`config.mk`:
```
export PLATFORM = sky130hd
export DESIGN_NAME = two_level_interrupt_handler
export DESIGN_NICKNAME = d
export VERILOG_FILES = /design/src/irq_pkg.sv /design/src/irq_pick.sv /design/src/two_level_interrupt_handler.sv
export SDC_FILE = /design/constraint.sdc
export NUM_CORES = 1
export LEC_CHECK = 0
export ABC_AREA = 1
export BUFFER_PORTS_ARGS = -buffer_cell sky130_fd_sc_hd__buf_2
export CELL_PAD_IN_SITES_DETAIL_PLACEMENT = 1
export CELL_PAD_IN_SITES_GLOBAL_PLACEMENT = 1
export CORE_ASPECT_RATIO = 0.7
export CORE_MARGIN = 2
export CORE_UTILIZATION = 30
export DETAILED_ROUTE_END_ITERATION = 6
export PLACE_DENSITY = 0.61
export SETUP_SLACK_MARGIN = 0.2
export SYNTH_ARGS = -nofsm -noshare
export SYNTH_HDL_FRONTEND = slang
export SYNTH_HIERARCHICAL = 1
export SYNTH_SLANG_ARGS = --single-unit
```
`constraint.sdc`:
```
create_clock -name clk -period 3 [get_ports clk]
set_input_delay 0.6 -clock clk [delete_from_list [all_inputs] [get_ports clk]]
set_output_delay 0.6 -clock clk [all_outputs]
set_load 0.005 [all_outputs]
```
`src/irq_pkg.sv`:
```
package irq_pkg;
  // ---------------------------------------------------------------
  // sizes and register map
  // ---------------------------------------------------------------
  localparam int NUM_SRC   = 16;   // sources, fixed order 0 = first
  localparam int VEC_W     = 16;   // code address width
  localparam int ADDR_W    = 4;
  localparam int DATA_W    = 8;
  localparam int GLOBAL_EN_BIT = 7;

  localparam logic [ADDR_W-1:0] OFS_BASIC_EN  = 4'h0; // src 0..6 + global
  localparam logic [ADDR_W-1:0] OFS_EXT_EN    = 4'h1; // src 7..14
  localparam logic [ADDR_W-1:0] OFS_EXT2_EN   = 4'h2; // src 15
  localparam logic [ADDR_W-1:0] OFS_PEND_LO   = 4'h3; // pending 0..7
  localparam logic [ADDR_W-1:0] OFS_PEND_HI   = 4'h4; // pending 8..15
  localparam logic [ADDR_W-1:0] OFS_PRIO_LO   = 4'h5; // 1 = high level
  localparam logic [ADDR_W-1:0] OFS_PRIO_HI   = 4'h6;
  localparam logic [ADDR_W-1:0] OFS_STATUS    = 4'h7; // level, active
  localparam logic [ADDR_W-1:0] OFS_EVT_STAT  = 4'h8; // sticky events
  localparam logic [ADDR_W-1:0] OFS_EVT_MASK  = 4'h9;

  localparam logic [DATA_W-1:0]  RST_BYTE  = 8'h00;
  localparam logic [NUM_SRC-1:0] RST_VEC   = 16'h0000;
  // sources whose flag clears itself when the core vectors
  localparam logic [NUM_SRC-1:0] AUTO_CLR_MASK = 16'h0005;
  localparam logic [VEC_W-1:0]   VEC_BASE  = 16'h0003;
  localparam int                 VEC_STEP_SHIFT = 3; // 8 bytes apart

  // event status bits
  localparam int EVT_CALL = 0;
  localparam int EVT_RET  = 1;
  localparam int EVT_W    = 2;

  typedef struct packed {
    logic                    call_valid; // long call request
    logic [VEC_W-1:0]        call_addr;
    logic [$clog2(NUM_SRC)-1:0] call_src;
  } call_req_t;

  typedef struct packed {
    logic found;
    logic [$clog2(NUM_SRC)-1:0] idx;
  } pick_t;
endpackage

```
`src/irq_pick.sv`:
```
`timescale 1ns/10ps
// lowest-index set bit finder
module irq_pick
  import irq_pkg::*;
(
  input  wire logic [NUM_SRC-1:0] req,
  output pick_t                   pick
);
  always_comb begin
    pick = '0;
    for (int i = NUM_SRC - 1; i >= 0; i--) begin
      if (req[i]) begin
        pick.found = 1'b1;
        pick.idx   = 4'(i);
      end
    end
  end
endmodule

```
`src/two_level_interrupt_handler.sv`:
```
// Decided for this implementation: the register offsets and strobed register access.
`timescale 1ns/10ps
module two_level_interrupt_handler
  import irq_pkg::*;
(
  input  wire logic                clk,
  input  wire logic                srst,
  input  wire logic [NUM_SRC-1:0]  src_event,
  input  wire logic                instr_done,
  input  wire logic                call_taken,
  input  wire logic                return_from_irq,
  input  wire logic [ADDR_W-1:0]   bus_addr,
  input  wire logic [DATA_W-1:0]   bus_wdata,
  input  wire logic                bus_we,
  input  wire logic                bus_re,
  output logic [DATA_W-1:0]        bus_rdata,
  output call_req_t                long_call,
  output logic                     irq_out
);
  // ---------------------------------------------------------------
  // state
  // ---------------------------------------------------------------
  typedef enum logic [2:0] {
    ST_IDLE = 3'b001,
    ST_WAIT = 3'b010,
    ST_CALL = 3'b100
  } state_t;

  state_t               state_reg;
  logic [NUM_SRC-1:0]   pend_reg;
  logic [NUM_SRC-1:0]   en_reg;
  logic [NUM_SRC-1:0]   prio_reg;
  logic                 global_irq_enable;
  logic                 act_lo_reg;
  logic                 act_hi_reg;
  logic [EVT_W-1:0]     evt_stat_reg;
  logic [EVT_W-1:0]     evt_mask_reg;
  logic [3:0]           sel_reg;
  logic [NUM_SRC-1:0]   req_hi;
  logic [NUM_SRC-1:0]   req_lo;
  logic [NUM_SRC-1:0]   sw_set;
  logic [NUM_SRC-1:0]   sw_clr;
  logic [NUM_SRC-1:0]   auto_clr;
  pick_t                pick_hi;
  pick_t                pick_lo;
  logic                 can_hi;
  logic                 can_lo;
  logic                 want;
  logic [3:0]           want_idx;
  logic                 want_hi;
  logic                 sel_hi_reg;

  // ---------------------------------------------------------------
  // request qualification
  // ---------------------------------------------------------------
  // pending and enabled and global
  always_comb begin
    req_hi = pend_reg & en_reg & prio_reg & {NUM_SRC{global_irq_enable}};
    req_lo = pend_reg & en_reg & ~prio_reg & {NUM_SRC{global_irq_enable}};
  end

  irq_pick u_pick_hi (
    .req  (req_hi),
    .pick (pick_hi)
  );

  irq_pick u_pick_lo (
    .req  (req_lo),
    .pick (pick_lo)
  );

  // block same or lower level while active
  always_comb begin
    can_hi   = pick_hi.found && !act_hi_reg;
    can_lo   = pick_lo.found && !act_hi_reg && !act_lo_reg;
    want     = can_hi || can_lo;
    want_hi  = can_hi;
    want_idx = can_hi ? pick_hi.idx : pick_lo.idx;
  end

  // ---------------------------------------------------------------
  // register write decode
  // ---------------------------------------------------------------
  always_comb begin
    sw_set = '0;
    sw_clr = '0;
    if (bus_we && bus_addr == OFS_PEND_LO) begin
      sw_set[7:0] = bus_wdata;
      sw_clr[7:0] = ~bus_wdata;
    end
    if (bus_we && bus_addr == OFS_PEND_HI) begin
      sw_set[15:8] = bus_wdata;
      sw_clr[15:8] = ~bus_wdata;
    end
  end

  // self-clearing flags drop when the call is taken
  always_comb begin
    auto_clr = '0;
    if (state_reg == ST_CALL && call_taken) begin
      auto_clr[sel_reg] = AUTO_CLR_MASK[sel_reg];
    end
  end

  // ---------------------------------------------------------------
  // pending flags
  // ---------------------------------------------------------------
  // events set flags, set beats clear
  always_ff @(posedge clk) begin
    if (srst) begin
      pend_reg <= RST_VEC;
    end else begin
      pend_reg <= (pend_reg & ~sw_clr & ~auto_clr) | src_event | sw_set;
    end
  end

  // ---------------------------------------------------------------
  // enables and priorities
  // ---------------------------------------------------------------
  // enable bits across basic and extended registers
  always_ff @(posedge clk) begin
    if (srst) begin
      en_reg            <= RST_VEC;
      global_irq_enable <= 1'b0;
    end else if (bus_we) begin
      if (bus_addr == OFS_BASIC_EN) begin
        en_reg[6:0]       <= bus_wdata[6:0];
        global_irq_enable <= bus_wdata[GLOBAL_EN_BIT];
      end
      if (bus_addr == OFS_EXT_EN) begin
        en_reg[14:7] <= bus_wdata;
      end
      if (bus_addr == OFS_EXT2_EN) begin
        en_reg[15] <= bus_wdata[0];
      end
    end
  end

  always_ff @(posedge clk) begin
    if (srst) begin
      prio_reg <= RST_VEC;
    end else if (bus_we && bus_addr == OFS_PRIO_LO) begin
      prio_reg[7:0] <= bus_wdata;
    end else if (bus_we && bus_addr == OFS_PRIO_HI) begin
      prio_reg[15:8] <= bus_wdata;
    end
  end

  // ---------------------------------------------------------------
  // call sequencer
  // ---------------------------------------------------------------
  // wait for instruction end, then call
  // after return a still-set flag re-requests from idle at once
  always_ff @(posedge clk) begin
    if (srst) begin
      state_reg  <= ST_IDLE;
      sel_reg    <= 4'h0;
      sel_hi_reg <= 1'b0;
    end else begin
      unique case (state_reg)
        ST_IDLE: begin
          if (want) begin
            state_reg  <= ST_WAIT;
            sel_reg    <= want_idx;
            sel_hi_reg <= want_hi;
          end
        end
        ST_WAIT: begin
          if (!want) begin
            state_reg <= ST_IDLE;
          end else if (instr_done) begin
            state_reg  <= ST_CALL;
            sel_reg    <= want_idx;
            sel_hi_reg <= want_hi;
          end else begin
            sel_reg    <= want_idx;
            sel_hi_reg <= want_hi;
          end
        end
        ST_CALL: begin
          if (call_taken) begin
            state_reg <= ST_IDLE;
          end
        end
        default: state_reg <= ST_IDLE;
      endcase
    end
  end

  // return pops the active level, high before low
  // active level marks held until return
  always_ff @(posedge clk) begin
    if (srst) begin
      act_lo_reg <= 1'b0;
      act_hi_reg <= 1'b0;
    end else if (state_reg == ST_CALL && call_taken) begin
      if (sel_hi_reg) begin
        act_hi_reg <= 1'b1;
      end else begin
        act_lo_reg <= 1'b1;
      end
    end else if (return_from_irq) begin
      if (act_hi_reg) begin
        act_hi_reg <= 1'b0;
      end else begin
        act_lo_reg <= 1'b0;
      end
    end
  end

  always_ff @(posedge clk) begin
    if (srst) begin
      long_call <= '0;
    end else begin
      if ((state_reg == ST_WAIT) && want && instr_done) begin
        long_call.call_valid <= 1'b1; // held until the core takes it
        long_call.call_addr <= VEC_BASE +
          (VEC_W'(want_idx) << VEC_STEP_SHIFT);
        long_call.call_src  <= want_idx;
      end else if (state_reg == ST_CALL && call_taken) begin
        long_call.call_valid <= 1'b0;
      end
    end
  end

  // ---------------------------------------------------------------
  // event interrupt
  // ---------------------------------------------------------------
  // sticky bits, write one clears, set wins
  always_ff @(posedge clk) begin
    if (srst) begin
      evt_stat_reg <= '0;
      evt_mask_reg <= '0;
    end else begin
      evt_stat_reg[EVT_CALL] <= (state_reg == ST_CALL && call_taken) ||
        (evt_stat_reg[EVT_CALL] &&
         !(bus_we && bus_addr == OFS_EVT_STAT && bus_wdata[EVT_CALL]));
      evt_stat_reg[EVT_RET] <= return_from_irq ||
        (evt_stat_reg[EVT_RET] &&
         !(bus_we && bus_addr == OFS_EVT_STAT && bus_wdata[EVT_RET]));
      if (bus_we && bus_addr == OFS_EVT_MASK) begin
        evt_mask_reg <= bus_wdata[EVT_W-1:0];
      end
    end
  end

  always_ff @(posedge clk) begin
    if (srst) begin
      irq_out <= 1'b0;
    end else begin
      irq_out <= |(evt_stat_reg & evt_mask_reg);
    end
  end

  // ---------------------------------------------------------------
  // read port
  // ---------------------------------------------------------------
  always_ff @(posedge clk) begin
    if (srst) begin
      bus_rdata <= RST_BYTE;
    end else if (bus_re) begin
      unique case (bus_addr)
        OFS_BASIC_EN: bus_rdata <= {global_irq_enable, en_reg[6:0]};
        OFS_EXT_EN:   bus_rdata <= en_reg[14:7];
        OFS_EXT2_EN:  bus_rdata <= {7'h00, en_reg[15]};
        OFS_PEND_LO:  bus_rdata <= pend_reg[7:0];
        OFS_PEND_HI:  bus_rdata <= pend_reg[15:8];
        OFS_PRIO_LO:  bus_rdata <= prio_reg[7:0];
        OFS_PRIO_HI:  bus_rdata <= prio_reg[15:8];
        OFS_STATUS:   bus_rdata <= {6'h00, act_hi_reg, act_lo_reg};
        OFS_EVT_STAT: bus_rdata <= {6'h00, evt_stat_reg};
        OFS_EVT_MASK: bus_rdata <= {6'h00, evt_mask_reg};
        default:      bus_rdata <= RST_BYTE;
      endcase
    end else begin
      bus_rdata <= RST_BYTE;
    end
  end

  // ---------------------------------------------------------------
  // checks
  // ---------------------------------------------------------------
  // event sets flag next cycle
  a_event_sets_flag: assert property (@(posedge clk) disable iff (srst)
    src_event[3] |=> pend_reg[3])
    else $error("event did not set flag");

  a_disabled_no_call: assert property (@(posedge clk) disable iff (srst)
    !global_irq_enable && state_reg == ST_IDLE |=> state_reg == ST_IDLE)
    else $error("request while disabled");

  a_call_after_instr: assert property (@(posedge clk) disable iff (srst)
    $rose(long_call.call_valid) |-> $past(instr_done))
    else $error("call before instruction end");

  a_vector_fixed: assert property (@(posedge clk) disable iff (srst)
    long_call.call_valid |-> long_call.call_addr ==
      VEC_BASE + (VEC_W'(long_call.call_src) << VEC_STEP_SHIFT))
    else $error("wrong vector");

  // only a high call while a low routine runs
  a_block_same_lvl: assert property (@(posedge clk) disable iff (srst)
    act_lo_reg && state_reg == ST_CALL |-> sel_hi_reg)
    else $error("same level not blocked");

  // wait state needs a qualified request
  a_req_needs_enable: assert property (@(posedge clk) disable iff (srst)
    state_reg == ST_WAIT |-> $past(global_irq_enable))
    else $error("request without global enable");

  a_sw_set_flag: assert property (@(posedge clk) disable iff (srst)
    bus_we && bus_addr == OFS_PEND_LO && bus_wdata[0] |=> pend_reg[0])
    else $error("software set lost");

  // auto flag cleared after call when no new event
  a_auto_clear: assert property (@(posedge clk) disable iff (srst)
    state_reg == ST_CALL && call_taken && sel_reg == 4'h0 &&
      !src_event[0] && !sw_set[0] |=> !pend_reg[0])
    else $error("auto clear missed");

  a_high_first: assert property (@(posedge clk) disable iff (srst)
    can_hi |-> want_hi)
    else $error("priority order broken");

  c_call: cover property (@(posedge clk) long_call.call_valid && call_taken);
  c_nest: cover property (@(posedge clk) act_lo_reg && act_hi_reg);
  c_reentry: cover property (@(posedge clk)
    return_from_irq ##[1:4] state_reg == ST_WAIT);
endmodule

```
==> metrics.yaml, run 1 <==
first_global_vias: 4821
wl_um: 17040
timing_hold_violations_final: 0
post-route-period-util: 0.8056
utilization: 0.3580
path_category_of_the_worst_min_delay_check: "reg -> reg"
status: "finished, final reports clean"
clk_lat_worst_skew_ns: 0.34
min_delay_path_depth: 2
syn_avg_cell_area_um2: 6.370
dp.cells: 945
rr_worst_depth: 11
slew_headroom: 0.6362
grt_antenna_before_repair: 0
critical_path_buf_inv_count: 0
clockRootBuffer: "clkbuf_16"
drv_slew: 0
worst_slew_pin_slew_ns: 0.5442
cap_violations: 0
drt-vias-per-instance: 4.932
tns_ns: 0
gp_congestion: 0.8917
worst_setup_path_start_kind: "flip-flop"
num_antenna_cells: 0
synth.top_cells.by_area: "dfxtp_1 35%, nand2_1 13%, a21oi_1 9.0%"
setup.worst_path.class: "reg -> reg"
yosys.area.top_type: "dfxtp_1"
cts.repair_timing.setup_buffer_count: 0
cts_hold_buf: 0
hold_path_end: "long_call[0]$_SDFFE_PP0P_"
ant_nets: 0
ffs_latches_synth: 79
worst-r2r-setup-slack_ns: 0.58
post_detailed_route_drc_marker_count: 0
timing.critical_path.slowest_cell_delay_ns: 0.39
worstPathArrival_ns: 2.65
finalWorstPathRequiredPeriod_ns: 2.417
synthToLayoutAreaGrowth_pct: 16.23
fp.coreArea_um2: 14770
layout_setup_ws_ns: 0.5832
holdCritStartpoint: "long_call[0]$_SDFFE_PP0P_"
clock.fmax_mhz: 413.8
finalHoldWorstSlack_ns: 0.4836
ctsLongestPathBuffers: 2
globalRouteTotalUtil: 0.2210
vdd_drop_max_uv: 243.3
largest_net_degree_at_the_start_of_global_routing: 44
grt_total_ovfl: 0
rsz_0062_raised_after_global_routing: "no"
synth.lib_cells_used.distinct: 35
stdcell_count: 960
critPathTopFamily: "simple AND/OR/NAND/NOR gates"
post_route_cells_drive_above_1_share: 0.1595
die_height_um: 107.0
leakagePower_nw: 2.389
cp_cell_sequence: "nand3_1 > nor2_1 > or2_1 > nor4_1 > nand2_1 > nand2_2 > nand2_2 > nand2_1 > nand2_1 > a21oi_1 > nor2_1"
die-width_um: 151.2
cts_made_buffers: 9
clkTransAtPathRegs_ns: 0.06
rows: 37
synth.yosys.seq_area_share: 0.3477
initial_utilization: 0.3080
fin_total_pwr_mw: 2.639
syn_area_um2: 4548
cts.sink_count: 79
cp_slowest_cell: "dfxtp_4"
final_cell_area_um2: 5286
hpwl_um: 13410
cts_max_level: 3
grt_first_pass_wirelength_um: 26830
place_worst_setup_slack_ns: 0.3244
synth-warning-count: 6
avgRoutedWirePerCell_um: 17.75
clock-skew-final_ns: 0.006814
die_area_um2: 16180
synth_instances: 714
drt_first_iter_violations: 273
crit_required_ns: 3.23
cp_max_fo: 12
worst_r2r_startpoint: "global_irq_enable$_SDFFE_PP0P_"
type_of_destination_of_the_critical_path: "flip-flop"
io_buffers: 54
post-synth-top-area-fraction: 0.3477
crit_top_cell: "nand2_1"
vias: 4735
io_pins: 65
total_iterations_of_the_first_detailed_routing_run: 4
cts_tree: "done"
setup_violations: 0
power_per_cell_area_nw_per_um2: 499.2
final_nets: 796
dpl_cell_area_um2: 4933
repair_timing:
action | 4_1_cts | 5_1_grt
hold endpoints to repair | 0 | 0
setup endpoints to repair | 0 | 2
gates resized for setup | 0 | 3
where the power goes:
group / internal, mW / switching [mW] / leakage (nW)
Clock: 0.856 / 0.464 / 0.169
Sequential: 1.08 / 0.0302 / 0.644
Combinational: 0.0654 / 0.146 / 1.58
Total: 2.00 / 0.640 / 2.39
cell type report:
class / count / area, um^2
Fill cell: 1945 / 9482
Multi-Input combinational cell: 498 / 2370
Sequential cell: 79 / 1585
Inverter: 114 / 432.9
Timing Repair Buffer: 59 / 307.8
Clock buffer: 12 / 256.5
Tap cell: 195 / 244.0
Clock inverter: 3 / 90.09
metal layers:
layer,up-vias,track usage,wire [um]
li1,2348,-,-
met1,2291,0.3280,9007
met2,83,0.3305,7127
met3,13,0.03787,720
met4,0,0.05274,181
met5,-,0,0
Yosys cell counts:
| master | instances |
|---|---|
| dfxtp_1 | 79 |
| clkinv_1 | 1 |
| nor3_1 | 9 |
| o21bai_1 | 13 |
| o21a_1 | 1 |
| nand3b_1 | 1 |
| nand3_2 | 2 |
| nand3_4 | 1 |
| inv_1 | 92 |
| a221oi_1 | 1 |
| clkbuf_1 | 10 |
| nor2_2 | 4 |
| nand4_1 | 3 |
| or2_0 | 2 |
| nor2_4 | 4 |
| conb_1 | 1 |
| nor2_8 | 2 |
| or2_1 | 2 |
| clkinv_4 | 1 |
| buf_2 | 4 |
| o21ai_2 | 1 |
| a21oi_2 | 3 |
| nand2_1 | 157 |
| nor4_1 | 2 |
| nor2_1 | 70 |
| nand2_4 | 1 |
| inv_2 | 20 |
| buf_4 | 16 |
| buf_6 | 2 |
| o31ai_1 | 2 |
| a21oi_1 | 82 |
| nand2_2 | 8 |
| nand3_1 | 75 |
| o21ai_1 | 6 |
| o21ai_0 | 36 |
worst max path at each step:
stage	start	end	slack, ns	cells past startpoint
floorplan	global_irq_enable$_SDFFE_PP0P_	flip-flop	0.66	23
global placement	global_irq_enable$_SDFFE_PP0P_	flip-flop	0.49	21
detailed placement	global_irq_enable$_SDFFE_PP0P_	flip-flop	0.32	21
CTS	global_irq_enable$_SDFFE_PP0P_	flip-flop	0.33	21
global route	global_irq_enable$_SDFFE_PP0P_	flip-flop	0.25	21
finish	global_irq_enable$_SDFFE_PP0P_	flip-flop	0.58	11
cell families (layout without fill, tap and decap cells):
group                  count (synthesis)  count (layout)  share of synthesized area
AOI/OAI and AO/OA                    145             145                     0.1725
DFF                                   79              79                     0.3477
and+or+nand+nor                      343             343                     0.3398
other                                  1              10                  0.0008245
buffers and inverters                146             188                     0.1392
cell usage in the layout, fill, tap and decap left out, types with 9 or more instances in the layout:
master | synthesis | layout
a21oi_1 | 82 | 82
nor3_1 | 9 | 9
nand2_1 | 157 | 157
dfxtp_1 | 79 | 78
nand3_1 | 75 | 75
inv_1 | 92 | 92
buf_2 | 4 | 54
o21ai_0 | 36 | 36
inv_2 | 20 | 20
clkbuf_16 | 0 | 9
o21bai_1 | 13 | 13
conb_1 | 1 | 10
nor2_1 | 70 | 69
worst min-delay path, stage by stage (launching register included):
cell and delay, ns:
dfxtp_1 0.32, nand2_1 0.06, a21oi_1 0.06
(Power assumes the default switching activity.)
==> run 2, diff against run 1 <==
- clock period: 3 -> 2.25 ns (I/O delays scaled with it)
==> run 2 against run 1 <==
  * First-iteration DRC count grew 7.3%
  * Critical path depth grew 10
  * Wire length grew 4.0%
  * Die area is the same
  * Combinational power grew 51%
  * Fmax grew 13%
  * Via count grew 5.2%
  * Largest cell class unchanged
==> metrics.yaml, run 2 (same netlist as run 1, synthesis figures left out) <==
status: "finished, final reports clean"
wl_um: 17720  # +4.0%
cts_max_level: 3  # unchanged
rr_worst_depth: 21  # +10
clockRootBuffer: "clkbuf_16"
leakagePower_nw: 2.589  # +8.4%
layout_setup_ws_ns: 0.1042  # -0.4790 ns
cp_max_fo: 8  # -4
critPathTopFamily: "simple AND/OR/NAND/NOR gates"
fill_cells: 1917  # -1.4%
die_height_um: 107.0  # unchanged
ctsLongestPathBuffers: 2  # unchanged
synthToLayoutAreaGrowth_pct: 27.32
timing_hold_violations_final: 0  # unchanged
drt-vias-per-instance: 4.983  # +1.0%
setup.worst_path.class: "reg -> reg"
crit_required_ns: 2.49  # -0.74 ns
register_area_um2: 1592  # +0.39%
worst_slew_pin_slew_ns: 0.5770  # +0.03281 ns
worst-r2r-setup-slack_ns: 0.10  # -0.48 ns
rsz_0062_raised_after_global_routing: "yes"
post_route_cells_drive_above_1_share: 0.2683  # +0.1088
finalWorstPathRequiredPeriod_ns: 2.146  # -0.2710 ns
gp_congestion: 0.8947  # +0.34%
worst_setup_path_startpoint: "global_irq_enable$_SDFFE_PP0P_"
avgRoutedWirePerCell_um: 17.72  # -0.14%
layout_common_cells: "148 x nand2_1, 88 x inv_1, 81 x a21oi_1"
cp_slowest_cell: "dfxtp_4"
grt_antenna_before_repair: 0  # unchanged
clk_lat_worst_skew_ns: 0.34  # about the same
cts.sink_count: 79  # unchanged
vdd_drop_max_uv: 327.8  # +35%
power_per_cell_area_nw_per_um2: 559.5  # +12%
cp_cell_sequence: "nand3_4 > nor2_4 > inv_2 > nand2_2 > nand2_2 > nand2_1 > nand2_1 > nand2_1 > nand2_1 > nand2_1 > nand2_1 > nand2_1 > nand2_1 > nand2_1 > nand2_2 > a21oi_2 > nand3_1 > nand2_2 > nand3_2 > a21oi_2 > nor2_1"
cts_made_buffers: 9  # unchanged
total_iterations_of_the_first_detailed_routing_run: 4  # unchanged
die_area_um2: 16180  # unchanged
type_of_destination_of_the_critical_path: "flip-flop"
rows: 37  # unchanged
drt_first_iter_violations: 293  # +7.3%
place_worst_setup_slack_ns: -0.1410  # -0.4654 ns
setup_violations: 0  # unchanged
multi_input_comb_area_um2: 2619  # +11%
die-width_um: 151.2  # unchanged
dpl_cell_area_um2: 5199  # +5.4%
path_category_of_the_worst_min_delay_check: "in -> reg"
ant_nets: 0  # unchanged
worstPathArrival_ns: 2.38  # -0.27 ns
hpwl_um: 13800  # +3.0%
post_detailed_route_drc_marker_count: 0  # unchanged
grt_total_ovfl: 0  # unchanged
worst_r2r_startpoint: "global_irq_enable$_SDFFE_PP0P_"
globalRouteTotalUtil: 0.2276  # +0.006616
clkTransAtPathRegs_ns: 0.06  # about the same
post-route-period-util: 0.9537  # +0.1481
num_antenna_cells: 0  # unchanged
initial_utilization: 0.3080  # unchanged
first_global_vias: 5047  # +4.7%
io_pins: 65  # unchanged
worst_setup_path_start_kind: "flip-flop"
final_nets: 835  # +4.9%
timing.critical_path.slowest_cell_delay_ns: 0.42  # +0.03 ns
drv_slew: 0  # unchanged
stdcell_count: 1000  # +4.2%
final_common_cell: "nand2_1"
io_buffers: 54  # unchanged
clock.fmax_mhz: 466.0  # +13%
cts_tree: "done"
largest_net_degree_at_the_start_of_global_routing: 44  # unchanged
dp.cells: 976  # +3.3%
critical_path_buf_inv_count: 1  # +1
vias: 4983  # +5.2%
final_cell_area_um2: 5791  # +9.5%
cap_violations: 0  # unchanged
crit_path_cell_count: 21  # +10
crit_top_cell: "nand2_1"
clock-skew-final_ns: 0.008988  # +0.002174 ns
grt_first_pass_wirelength_um: 27810  # +3.6%
fp.coreArea_um2: 14770  # unchanged
slew_headroom: 0.6142  # -0.02193
-- run 2: changes by cell type in the layout (fill, tap and decap cells not counted), sizes merged --
cell    change
clkinv      +2
bufinv      -3
buf        +39
clkbuf      +2
-- run 2: cell type report --
| class | count | share of cell area |
|---|---|---|
| multi-input cells | 498 | 0.4522 |
| repair buffers | 98 | 0.1063 |
| well taps | 195 | 0.04213 |
| clock buffers | 14 | 0.04732 |
| clock inverters | 2 | 0.002377 |
| inverters | 114 | 0.07476 |
| flip-flops and latches | 79 | 0.2748 |
-- run 2: per-stage QoR --
| stage | setup TNS (ns) | total power [mW] | hold slack (ns) | util |
|---|---|---|---|---|
| floorplan | 0 | 1.672 | 0.4381 | - |
| detailed placement | -0.6781 | 1.811 | 0.4619 | 0.3520 |
| global route | -0.2054 | 3.356 | 0.3799 | 0.3921 |
| global placement | -0.2957 | 1.806 | 0.4571 | 0.3520 |
| CTS | 0 | 3.250 | 0.3646 | 0.3863 |
| finish | 0 | 3.240 | 0.3673 | 0.3921 |
-- run 2: where the power goes --
part           switching (mW)  total [mW]  internal (mW)
registers              0.0438        1.48           1.44
clock network           0.600        1.44          0.840
logic                   0.210       0.318          0.108
total                   0.854        3.24           2.39
-- run 2: worst min-delay path: stages --
cell and delay (ns):
buf_2 0.08, a21oi_1 0.03, a21oi_1 0.11
-- run 2: repair_timing --
| item | CTS | global route |
|---|---|---|
| pin swaps | 19 | 16 |
| hold buffers | 0 | 0 |
| gates resized for setup | 49 | 21 |
| buffers inserted | 5 | 3 |
| setup endpoints to repair | 15 | 15 |
-- run 2: worst min path at each step --
stage / endpoint / start / depth (start not counted) / slack (ns)
after detailed placement: long_call[20]$_SDFFE_PP0P_ / long_call[20]$_SDFFE_PP0P_ / 2 / 0.46
after floorplan: en_reg[15]$_SDFFE_PP0P_ / en_reg[15]$_SDFFE_PP0P_ / 2 / 0.44
after global placement: long_call[20]$_SDFFE_PP0P_ / long_call[20]$_SDFFE_PP0P_ / 2 / 0.46
final: pend_reg[2]$_SDFF_PP0_ / src_event[2] / 3 / 0.37
after CTS: pend_reg[2]$_SDFF_PP0_ / src_event[2] / 3 / 0.36
after global routing: pend_reg[2]$_SDFF_PP0_ / src_event[2] / 3 / 0.38
-- run 2: layer usage --
layer	track usage	up-vias	part of all wire
met5	0	-	0
met2	0.3360	104	0.43
met3	0.05064	11	0.057
met1	0.3372	2441	0.50
li1	-	2427	-
met4	0.04673	0	0.0098
==> run 3, diff against run 2 <==
- CORE_MARGIN: 2 -> 4
==> run 3 against run 2 <==
  * First-iteration DRC count fell by 6.1%
  * Wire length up 3.4%
  * Total power is 10% higher
  * Cell count up 0.90%
  * Via count fell by 0.28%
  * Final area increased by 4.2%
  * Clock power rose by 23%
  * Largest cell class unchanged
  * Largest power group is now the clock network
  * Highest routed layer unchanged
==> metrics.yaml, run 3 (same netlist as run 1, synthesis figures left out) <==
fp.coreArea_um2: 14770  # unchanged
timing_hold_violations_final: 0  # unchanged
cts.sink_count: 79  # unchanged
wl_um: 18320  # +3.4%
layout_setup_ws_ns: 0.06162  # -0.04255 ns
cts_max_level: 3  # unchanged
final_common_cell: "nand2_1"
post_route_cells_drive_above_1_share: 0.2813  # +0.01300
worstPathArrival_ns: 2.46  # +0.08 ns
critical_path_buf_inv_count: 3  # +2
gp_congestion: 0.9105  # +1.8%
power_per_cell_area_nw_per_um2: 592.4  # +5.9%
largest_net_degree_at_the_start_of_global_routing: 44  # unchanged
path_category_of_the_worst_min_delay_check: "in -> reg"
ctsLongestPathBuffers: 2  # unchanged
cts_made_buffers: 9  # unchanged
critPathTopFamily: "simple AND/OR/NAND/NOR gates"
rr_worst_depth: 12  # -43%
hpwl_um: 14060  # +1.8%
io_pins: 65  # unchanged
final_nets: 844  # +1.1%
clockRootBuffer: "clkbuf_16"
drt_first_iter_violations: 275  # -6.1%
finalWorstPathRequiredPeriod_ns: 2.188  # +0.04255 ns
cts_hold_buf: 0  # unchanged
utilization: 0.4086  # +0.01652
rsz_0062_raised_after_global_routing: "yes"
register_area_um2: 1589  # -0.16%
cp_cell_sequence: "buf_6 > nand3_4 > nor2_1 > inv_2 > nand4_1 > nor4_4 > nand2_2 > nand2_4 > buf_4 > o21ai_1 > or2_1 > a21oi_1"
setup.worst_path.class: "reg -> reg"
first_global_vias: 5207  # +3.2%
clock.fmax_mhz: 457.0  # -1.9%
num_antenna_cells: 0  # unchanged
clk_lat_worst_skew_ns: 0.35  # about the same
initial_utilization: 0.3080  # unchanged
post_detailed_route_drc_marker_count: 0  # unchanged
ant_nets: 0  # unchanged
leakagePower_nw: 2.674  # +3.3%
setup_violations: 0  # unchanged
min_delay_path_depth: 3  # unchanged
endpoint: "long_call[1]$_SDFFE_PP0P_"
worst-r2r-setup-slack_ns: 0.06  # -0.04 ns
crit_required_ns: 2.53  # +0.04 ns
timing.rr.end: "long_call[1]$_SDFFE_PP0P_"
worst_setup_path_start_kind: "flip-flop"
io_buffers: 54  # unchanged
vias: 4969  # -0.28%
die_area_um2: 17230  # +6.5%
worst_slew_pin_slew_ns: 0.6073  # +0.03024 ns
finalHoldWorstSlack_ns: 0.3622  # -0.005108 ns
die_height_um: 111.0  # +3.7%
clock-skew-final_ns: 0.008830  # -0.0001581 ns
vdd_drop_max_uv: 302.9  # -7.6%
status: "finished, final reports clean"
place_worst_setup_slack_ns: -0.1139  # +0.02708 ns
total_iterations_of_the_first_detailed_routing_run: 5  # +1
multi_input_comb_area_um2: 2711  # +3.5%
cap_violations: 0  # unchanged
cp_max_fo: 8  # unchanged
synthToLayoutAreaGrowth_pct: 32.68
cts_tree: "done"
fill_cells: 1915  # -0.10%
post-route-period-util: 0.9726  # +0.01891
avgRoutedWirePerCell_um: 18.15  # +2.4%
crit_path_cell_count: 12  # -43%
timing.critical_path.slowest_cell_delay_ns: 0.41  # about the same
die-width_um: 155.2  # +2.6%
globalRouteTotalUtil: 0.2142  # -0.01338
type_of_destination_of_the_critical_path: "flip-flop"
drv_slew: 0  # unchanged
grt_first_pass_wirelength_um: 28990  # +4.2%
worst_r2r_startpoint: "global_irq_enable$_SDFFE_PP0P_"
slew_headroom: 0.5940  # -0.02021
clkTransAtPathRegs_ns: 0.07  # about the same
rows: 37  # unchanged
layout_common_cells: "152 x nand2_1, 88 x inv_1, 80 x a21oi_1"
cp_slowest_cell: "dfxtp_4"
worst_setup_path_startpoint: "global_irq_enable$_SDFFE_PP0P_"
grt_antenna_before_repair: 0  # unchanged
drt-vias-per-instance: 4.925  # -1.2%
grt_total_ovfl: 0  # unchanged
==> run 3: cell types whose count changed in the layout (fill, tap and decap cells not counted), moves of 3 or more <==
| cell | change |
|---|---|
| buf_4 | +6 |
| nand2_1 | +4 |
| bufinv_16 | +3 |
| nand3_1 | -6 |
| nand2_2 | -4 |
| nand3_4 | +4 |
| nor2_2 | -5 |
| nor2_4 | +6 |
==> run 3: timing repair <==
item                                    4_1_cts  5_1_grt
gates cloned                                  0        0
endpoints found under the setup margin       15       15
setup buffers                                13        3
pin swaps                                    23       14
gates resized for setup                      63       24
==> run 3: per-layer routing <==
metal | global-route usage | vias to the layer above | part of all wire
met3 | 0.05423 | 12 | 0.056
li1 | - | 2442 | -
met4 | 0.03647 | 0 | 0.0080
met5 | 0 | - | 0
met2 | 0.3143 | 104 | 0.43
met1 | 0.3182 | 2411 | 0.51
==> run 3: final cells by class <==
cell class	count	share of cell area
Clock buffer	10	0.03960
Clock inverter	6	0.01908
Inverter	114	0.07174
Multi-Input combinational cell	498	0.4493
Sequential cell	79	0.2633
Tap cell	195	0.04043
Timing Repair Buffer	107	0.1165
==> run 3: worst min-delay path by stage <==
stage | startpoint | slack, ns | to
global placement | long_call[20]$_SDFFE_PP0P_ | 0.46 | long_call[20]$_SDFFE_PP0P_
CTS | src_event[0] | 0.35 | pend_reg[0]$_SDFF_PP0_
floorplan | en_reg[15]$_SDFFE_PP0P_ | 0.44 | en_reg[15]$_SDFFE_PP0P_
global route | src_event[7] | 0.37 | pend_reg[7]$_SDFF_PP0_
finish | src_event[7] | 0.36 | pend_reg[7]$_SDFF_PP0_
detailed placement | long_call[20]$_SDFFE_PP0P_ | 0.46 | long_call[20]$_SDFFE_PP0P_
==> run 3: metrics by stage <==
stage | cells | area, um^2 | setup TNS (ns) | power (mW)
6_report | 1009 | 6035 | 0 | 3.575
5_1_grt | 1009 | 6035 | -0.4715 | 3.709
4_1_cts | 1006 | 5908 | 0 | 3.600
3_5_place_dp | 977 | 5219 | -0.4162 | 1.814
3_3_place_gp | 977 | 5219 | -0.1631 | 1.808
2_1_floorplan | 723 | 4634 | 0 | 1.672
==> run 3: tightest hold or removal path, stage by stage <==
cell	delay [ns]
buf_2	0.08
a21oi_1	0.03
a21oi_1	0.12
==> run 3: power breakdown <==
| group | leakage (nW) | total [mW] | switching [mW] | internal [mW] |
|---|---|---|---|---|
| Sequential | 0.645 | 1.49 | 0.0494 | 1.44 |
| Clock | 0.170 | 1.77 | 0.647 | 1.12 |
| Combinational | 1.86 | 0.318 | 0.211 | 0.107 |
